==> config.mk <==
export PLATFORM = sky130hd
export DESIGN_NAME = cwg_top
export DESIGN_NICKNAME = d
export VERILOG_FILES = /design/src/cwg_pkg.sv /design/src/cwg_if.sv /design/src/cwg_dbg_track.sv /design/src/cwg_top.sv
export SDC_FILE = /design/constraint.sdc
export NUM_CORES = 1
export LEC_CHECK = 0
export BUFFER_PORTS_ARGS = -buffer_cell sky130_fd_sc_hd__buf_2
export CAP_MARGIN = 0
export CORE_AREA = 3 3 66 98
export CTS_CLUSTER_DIAMETER = 150
export DETAILED_ROUTE_END_ITERATION = 6
export DIE_AREA = 0 0 69 101
export PLACE_DENSITY = 0.57
export SLEW_MARGIN = 20
export SYNTH_ARGS = -nofsm -noshare
export SYNTH_HDL_FRONTEND = slang
export SYNTH_HIERARCHICAL = 1
export SYNTH_SLANG_ARGS = --single-unit
==> constraint.sdc <==
create_clock -name clk_i -period 4.1 [get_ports clk_i]
set_clock_uncertainty 0.2 [all_clocks]
set_input_delay 0.41 -clock clk_i [delete_from_list [all_inputs] [get_ports clk_i]]
set_output_delay 0.41 -clock clk_i [all_outputs]
set_load 0.05 [all_outputs]
==> src/cwg_pkg.sv <==
// package of constants and types for the core wakeup reset debug gate
// ==========================================================================
// Notes on behaviour
// (RULE_01) emulation debug state holds while any debug session state remains set
// (RULE_02) warm pin reset during emulation debug state leaves affected cores stalled
// (RULE_03) power-on or full-chip reset wakes and starts every core regardless
// (RULE_04) with no emulator attached, warm pin reset wakes all cores normally
// (RULE_05) debugger must free-run, then detach every core, then apply warm reset
// (RULE_06) free-run then detach of every core clears all debug state
// (RULE_07) skipping free-run or detach leaves cores unable to start after warm reset
// (RULE_08) one debug state flag per core, set on halt or attach, cleared when freed
// ==========================================================================
package cwg_pkg;
    localparam int unsigned CWG_NUM_CORES_DEF = 4;
    localparam int unsigned CWG_WAKE_CYCLES   = 4;
    localparam logic [2:0]  CWG_WAKE_CNT_RST  = 3'h0;

    typedef enum logic [1:0] {
        CWG_ST_RUN   = 2'b00,
        CWG_ST_WAKE  = 2'b01,
        CWG_ST_RESET = 2'b10
    } cwg_state_e;
endpackage

==> src/cwg_if.sv <==
// interface carrying per-core debug requests to the tracker
interface cwg_dbg_if #(parameter int unsigned N = 4);
    logic [N-1:0] halt;
    logic [N-1:0] attach;
    logic [N-1:0] free_run;
    logic [N-1:0] detach;
    logic [N-1:0] dbg_state;
    modport src (output halt, output attach, output free_run, output detach, input dbg_state);
    modport trk (input halt, input attach, input free_run, input detach, output dbg_state);
endinterface

==> src/cwg_dbg_track.sv <==
// per-core debug state tracker
module cwg_dbg_track
    import cwg_pkg::*;
#(
    parameter int unsigned N = CWG_NUM_CORES_DEF
) (
    input  wire logic clk_i,
    input  wire logic rst_i,
    input  wire logic hard_rst_i,
    cwg_dbg_if.trk    dbg
);
    typedef struct packed {
        logic [N-1:0] halted;
        logic [N-1:0] attached;
    } cwg_trk_s;

    cwg_trk_s st_ff;
    cwg_trk_s nxt_st;

    always_comb begin
        nxt_st = st_ff;
        // set wins over clear for the same core in the same cycle
        nxt_st.halted   = (st_ff.halted & ~dbg.free_run) | dbg.halt;       // [RULE_08]
        nxt_st.attached = (st_ff.attached & ~dbg.detach) | dbg.attach;     // [RULE_08]
        if (hard_rst_i) begin
            nxt_st = '0;                                                   // [RULE_03]
        end
    end

    always_ff @(posedge clk_i) begin
        if (rst_i) begin
            st_ff <= '0;
        end else begin
            st_ff <= nxt_st;
        end
    end

    // a core stays in debug until free-run clears its halt flag and detach clears its attach flag
    assign dbg.dbg_state = st_ff.halted | st_ff.attached;                 // [RULE_06] [RULE_07]
endmodule

==> src/cwg_top.sv <==
// core wakeup gate: resets and per-core debug state decide which cores start
module cwg_top
    import cwg_pkg::*;
#(
    parameter int unsigned N = CWG_NUM_CORES_DEF
) (
    input  wire logic         clk_i,
    input  wire logic         rst_i,
    input  wire logic         por_n_i,
    input  wire logic         full_chip_reset_pin_n_i,
    input  wire logic         warm_reset_pin_n_i,
    input  wire logic [N-1:0] dbg_halt_i,
    input  wire logic [N-1:0] dbg_attach_i,
    input  wire logic [N-1:0] dbg_free_run_i,
    input  wire logic [N-1:0] dbg_detach_i,
    output logic [N-1:0]      core_run_o,
    output logic [N-1:0]      core_stuck_o,
    output logic [N-1:0]      core_dbg_o,
    output logic              emu_dbg_o
);
    // ======================================================================
    // pin synchronisers
    // ======================================================================
    typedef struct packed {
        logic [2:0]   s1;
        logic [2:0]   s2;
        logic [2:0]   prev;
        logic [N-1:0] h1;
        logic [N-1:0] h2;
        logic [N-1:0] a1;
        logic [N-1:0] a2;
        logic [N-1:0] f1;
        logic [N-1:0] f2;
        logic [N-1:0] d1;
        logic [N-1:0] d2;
        cwg_state_e   state;
        logic [2:0]   cnt;
        logic [N-1:0] run;
        logic [N-1:0] stuck;
        logic [N-1:0] dbg_at_reset;
        logic         emu;
    } cwg_top_s;

    cwg_top_s st_ff;
    cwg_top_s nxt_st;
    logic     hard_rst;
    logic     warm_rst;
    logic     any_rst;

    cwg_dbg_if #(.N(N)) dbg_bus ();

    // reset pins are active low; s2 order: {por, full, warm}
    assign hard_rst = ~st_ff.s2[2] | ~st_ff.s2[1];
    assign warm_rst = ~st_ff.s2[0];
    assign any_rst  = hard_rst | warm_rst;

    assign dbg_bus.halt     = st_ff.h2;
    assign dbg_bus.attach   = st_ff.a2;
    assign dbg_bus.free_run = st_ff.f2;
    assign dbg_bus.detach   = st_ff.d2;

    cwg_dbg_track #(.N(N)) u_trk (
        .clk_i      (clk_i),
        .rst_i      (rst_i),
        .hard_rst_i (hard_rst),
        .dbg        (dbg_bus)
    );

    // ======================================================================
    // wake sequencer
    // ======================================================================
    always_comb begin
        nxt_st      = st_ff;
        nxt_st.s1   = {por_n_i, full_chip_reset_pin_n_i, warm_reset_pin_n_i};
        nxt_st.s2   = st_ff.s1;
        nxt_st.prev = st_ff.s2;
        nxt_st.h1   = dbg_halt_i;
        nxt_st.h2   = st_ff.h1;
        nxt_st.a1   = dbg_attach_i;
        nxt_st.a2   = st_ff.a1;
        nxt_st.f1   = dbg_free_run_i;
        nxt_st.f2   = st_ff.f1;
        nxt_st.d1   = dbg_detach_i;
        nxt_st.d2   = st_ff.d1;
        nxt_st.emu  = |dbg_bus.dbg_state;                                  // [RULE_01]
        case (st_ff.state)
            CWG_ST_RUN: begin
                if (any_rst) begin
                    nxt_st.state = CWG_ST_RESET;
                end
            end
            CWG_ST_RESET: begin
                nxt_st.run = '0;
                nxt_st.cnt = CWG_WAKE_CNT_RST;
                if (hard_rst) begin
                    nxt_st.stuck        = '0;                              // [RULE_03]
                    nxt_st.dbg_at_reset = '0;
                end else if (warm_rst) begin
                    // a core still in debug while the warm pin is low is latched as lost
                    nxt_st.dbg_at_reset = st_ff.dbg_at_reset
                                        | dbg_bus.dbg_state;               // [RULE_02] [RULE_05]
                end
                if (!any_rst) begin
                    nxt_st.state = CWG_ST_WAKE;
                end
            end
            CWG_ST_WAKE: begin
                if (any_rst) begin
                    nxt_st.state = CWG_ST_RESET;
                end else if (st_ff.cnt == 3'(CWG_WAKE_CYCLES - 1)) begin
                    // only warm-reset debug cores stay dark, others start
                    nxt_st.stuck        = st_ff.dbg_at_reset;              // [RULE_02] [RULE_07]
                    nxt_st.run          = ~st_ff.dbg_at_reset;             // [RULE_04] [RULE_06]
                    nxt_st.dbg_at_reset = '0;
                    nxt_st.state        = CWG_ST_RUN;
                end else begin
                    nxt_st.cnt = st_ff.cnt + 3'h1;
                end
            end
            default: begin
                nxt_st.state = CWG_ST_RESET;
            end
        endcase
    end

    always_ff @(posedge clk_i) begin
        if (rst_i) begin
            st_ff       <= '0;
            st_ff.s1    <= 3'h7;
            st_ff.s2    <= 3'h7;
            st_ff.prev  <= 3'h7;
            st_ff.state <= CWG_ST_RESET;
        end else begin
            st_ff <= nxt_st;
        end
    end

    assign core_run_o   = st_ff.run;
    assign core_stuck_o = st_ff.stuck;
    assign core_dbg_o   = dbg_bus.dbg_state;
    assign emu_dbg_o    = st_ff.emu;
endmodule

==> results.sh <==
export IMPL_status="complete, no violations"
export IMPL_drtIter0Drc=88
export IMPL_wl_per_cell_um=10.5
export IMPL_slew_viol_final=0
export IMPL_ys_flop_type="dfxtp_1"
export IMPL_final_core_util=0.444
export IMPL_first_pass_iters=4
export IMPL_insertion_delay_ns=0.33
export IMPL_rrSetupSlack_ns=2.19
export IMPL_clk_pin_slew_ns=0.06
export IMPL_grt_pass1_vias=1277
export IMPL_tightest_slew_ns=0.903
export IMPL_drive_gt1_frac=0.296
export IMPL_leakage_nw=1.04
export IMPL_cts_resized=0
export IMPL_synth_seq_area_share=0.570
export IMPL_setup_tns_ns=0
export IMPL_cap_violations=0
export IMPL_num_fill_cells=571
export IMPL_core_area_sq_um=5790
export IMPL_cts_tree="done"
export IMPL_start_util=0.389
export IMPL_hold_path_endpoint="nxt_st[54]"
export IMPL_critical_path_top_delay_family="simple AND/OR/NAND/NOR gates"
export IMPL_drc_errors=0
export IMPL_place_congestion=0.726
export IMPL_required_ns=4.15
export IMPL_start_kind="register"
export IMPL_postSynthCellCount=215
export IMPL_vdd_drop_max_v=0.000217
export IMPL_critPathBufInv=0
export IMPL_max_freq_mhz=524
export IMPL_layout_setup_ws_ns=2.19
export IMPL_rsz0062_at_grt="false"
export IMPL_reg2reg_to="st_ff[13]"
export IMPL_yosysUniqueCellTypes=37
export IMPL_dieArea_sq_um=6970
export IMPL_ff_latch_area_sq_um=1280
export IMPL_ctsLongestPathBuffers=2
export IMPL_htreeDepth=3
export IMPL_p_per_area_nw_per_um2=515
export IMPL_end_kind="register"
export IMPL_grt_use_total=0.106
export IMPL_multi_input_area_sq_um=743
export IMPL_rows=34
export IMPL_fin_nets=261
export IMPL_grt_max_degree=56
export IMPL_cpMaxStageDelayCell="or3b_1"
export IMPL_critical_path_class="reg -> reg"
export IMPL_yosysWarnings=6
export IMPL_cts_made_buffers=9
export IMPL_max_slew_margin=0.398
export IMPL_worstHoldPathCells=2
export IMPL_path_cells="ha_1 -> ha_1 -> or3b_1 -> or3_1 -> a21oi_1"
export IMPL_routed_wl_um=3310
export IMPL_place_ws_ns=2.09
export IMPL_ff2ff_path_depth=5
export IMPL_port_buffers=33
export IMPL_syn_num_nets=238
export IMPL_cts_setup_buffers=0
export IMPL_clockRootBuffer="clkbuf_8"
export IMPL_vias=1395
export IMPL_n_antenna_cell=0
export IMPL_rr_startpoint="st_ff[13]"
export IMPL_viasPerCell=4.43
export IMPL_cts_sinks=64
export IMPL_ant_nets=0
export IMPL_grt_overflow=0
export IMPL_die_y_um=101
export IMPL_setup_violations=0
export IMPL_synth_seq_cells=64
export IMPL_min_delay_start="full_chip_reset_pin_n_i"
export IMPL_avgSynthCellArea_sq_um=10.5
export IMPL_hold_buffers=0
export IMPL_grt_first_pass_wirelength_um=5620
export IMPL_syn_area_sq_um=2250
export IMPL_synthArstFlopShare=0
export IMPL_die_w_um=69
export IMPL_critPathMaxStageDelay_ns=0.45
export IMPL_min_period_ns=1.91
export IMPL_worst_path_most_repeated_cell="ha_1"
export IMPL_hold_viol=0
export IMPL_place_hpwl_um=2240
export IMPL_crit_arrival_ns=1.96
export IMPL_min_path_type="in -> reg"
export IMPL_crit_path_max_fanout=7
export IMPL_synth_edf_count=0
export IMPL_antenna_found_initial=0
export IMPL_areaGrowthSynthToFinish_pct=14.1
export IMPL_ios=34
export IMPL_min_period_over_period=0.465
[layout make-up]
cell class | instances | area share
multi-input cells | 112 | 0.289
well taps | 72 | 0.0351
repair buffers | 33 | 0.0643
flip-flops and latches | 64 | 0.499
clock buffers | 10 | 0.0536
clock inverters | 6 | 0.0322
inverters | 18 | 0.0263
[Yosys cell counts, types with 3 or more instances]
cell	number	area, sq um
a31oi_1	4	25.0
o211ai_1	3	22.5
or2_2	10	62.6
a21oi_2	8	70.1
a21oi_1	3	15.0
nor2b_1	32	200
o31ai_1	4	30.0
clkbuf_1	6	22.5
dfxtp_1	64	1280
buf_6	3	33.8
nor3_1	4	20.0
nand3_1	5	25.0
or3_1	3	18.8
buf_4	8	60.1
nand4_1	4	25.0
nand2b_1	8	50.1
nor2_1	5	18.8
o41ai_1	4	35.0
inv_1	18	67.6
[layout by cell type, fill, tap and decap left out]
cell | netlist | routed
clkinvlp_4 | 0 | 1
nor3b_1 | 1 | 1
nor4_1 | 1 | 1
or3b_1 | 1 | 1
nand2b_1 | 8 | 8
dfxtp_1 | 64 | 64
nor3_1 | 4 | 4
nand2_1 | 1 | 1
a21oi_2 | 8 | 8
o211ai_1 | 3 | 3
a21o_1 | 1 | 1
buf_2 | 1 | 33
bufinv_16 | 0 | 2
and3b_2 | 1 | 1
nor2_1 | 5 | 5
nand3_1 | 5 | 5
a211oi_1 | 1 | 1
clkbuf_8 | 1 | 10
nand4_1 | 4 | 4
inv_1 | 18 | 18
a211o_2 | 1 | 1
and2_4 | 1 | 1
and2b_2 | 1 | 1
or2b_2 | 1 | 1
or2_2 | 10 | 10
clkinv_2 | 0 | 3
nor2b_1 | 32 | 32
o41ai_1 | 4 | 4
or2_1 | 1 | 1
a21oi_1 | 3 | 3
or3_1 | 3 | 3
and3_1 | 1 | 1
a31oi_1 | 4 | 4
ha_1 | 2 | 2
o31ai_1 | 4 | 4
[kinds of logic after synthesis]
kind of cell | after synthesis | synth area share
and+or+nand+nor | 81 | 0.220
AOI/OAI and AO/OA | 29 | 0.0990
buffers and inverters | 39 | 0.100
adders and majority gates | 2 | 0.0111
DFF | 64 | 0.570
[metrics by stage]
step | std cells | total power [W] | hold slack, ns | instance area (sq um)
after CTS | 315 | 0.00134 | 0.0462 | 2570
final | 315 | 0.00132 | 0.0660 | 2570
after detailed placement | 299 | 0.000758 | 0.203 | 2350
after floorplan | 215 | 0.000739 | 0.189 | 2250
after global routing | 315 | 0.00138 | 0.0544 | 2570
after global placement | 299 | 0.000757 | 0.210 | 2350
[state kept, by name (all words and copies together), names as in the netlist]
register	flops
emu_dbg_o	1
core_stuck_o	4
dbg_bus.detach	4
nxt_st	22
dbg_bus.attach	4
core_run_o	4
dbg_bus.halt	4
u_trk/st_ff	8
st_ff	9
dbg_bus.free_run	4
[power breakdown]
part / switching [W] / internal, W / total [W]
Sequential: 0.00000884 / 0.000647 / 0.000656
Clock: 0.000225 / 0.000355 / 0.000580
Combinational: 0.0000532 / 0.0000333 / 0.0000865
Total: 0.000287 / 0.00104 / 0.00132
[routing by layer]
| metal | wire (um) | global-route usage | share of wire | vias to the layer above |
|---|---|---|---|---|
| li1 | - | - | - | 740 |
| met1 | 1370 | 0.103 | 0.41 | 617 |
| met2 | 1740 | 0.182 | 0.52 | 34 |
| met3 | 167 | 0.0339 | 0.050 | 4 |
| met4 | 42 | 0.0857 | 0.013 | 0 |
| met5 | 0 | 0 | 0 | - |
[worst max path at each step]
stage | slack (ns) | to | depth (start not counted) | from
after floorplan | 2.28 | st_ff[13] | 6 | st_ff[13]
final | 2.19 | st_ff[13] | 5 | st_ff[13]
after detailed placement | 2.09 | u_trk/st_ff[3] | 3 | rst_i
after global routing | 2.08 | st_ff[13] | 5 | st_ff[13]
after CTS | 2.19 | st_ff[13] | 5 | st_ff[13]
after global placement | 2.11 | u_trk/st_ff[2] | 3 | rst_i
Power figures use the tool's default switching activity.
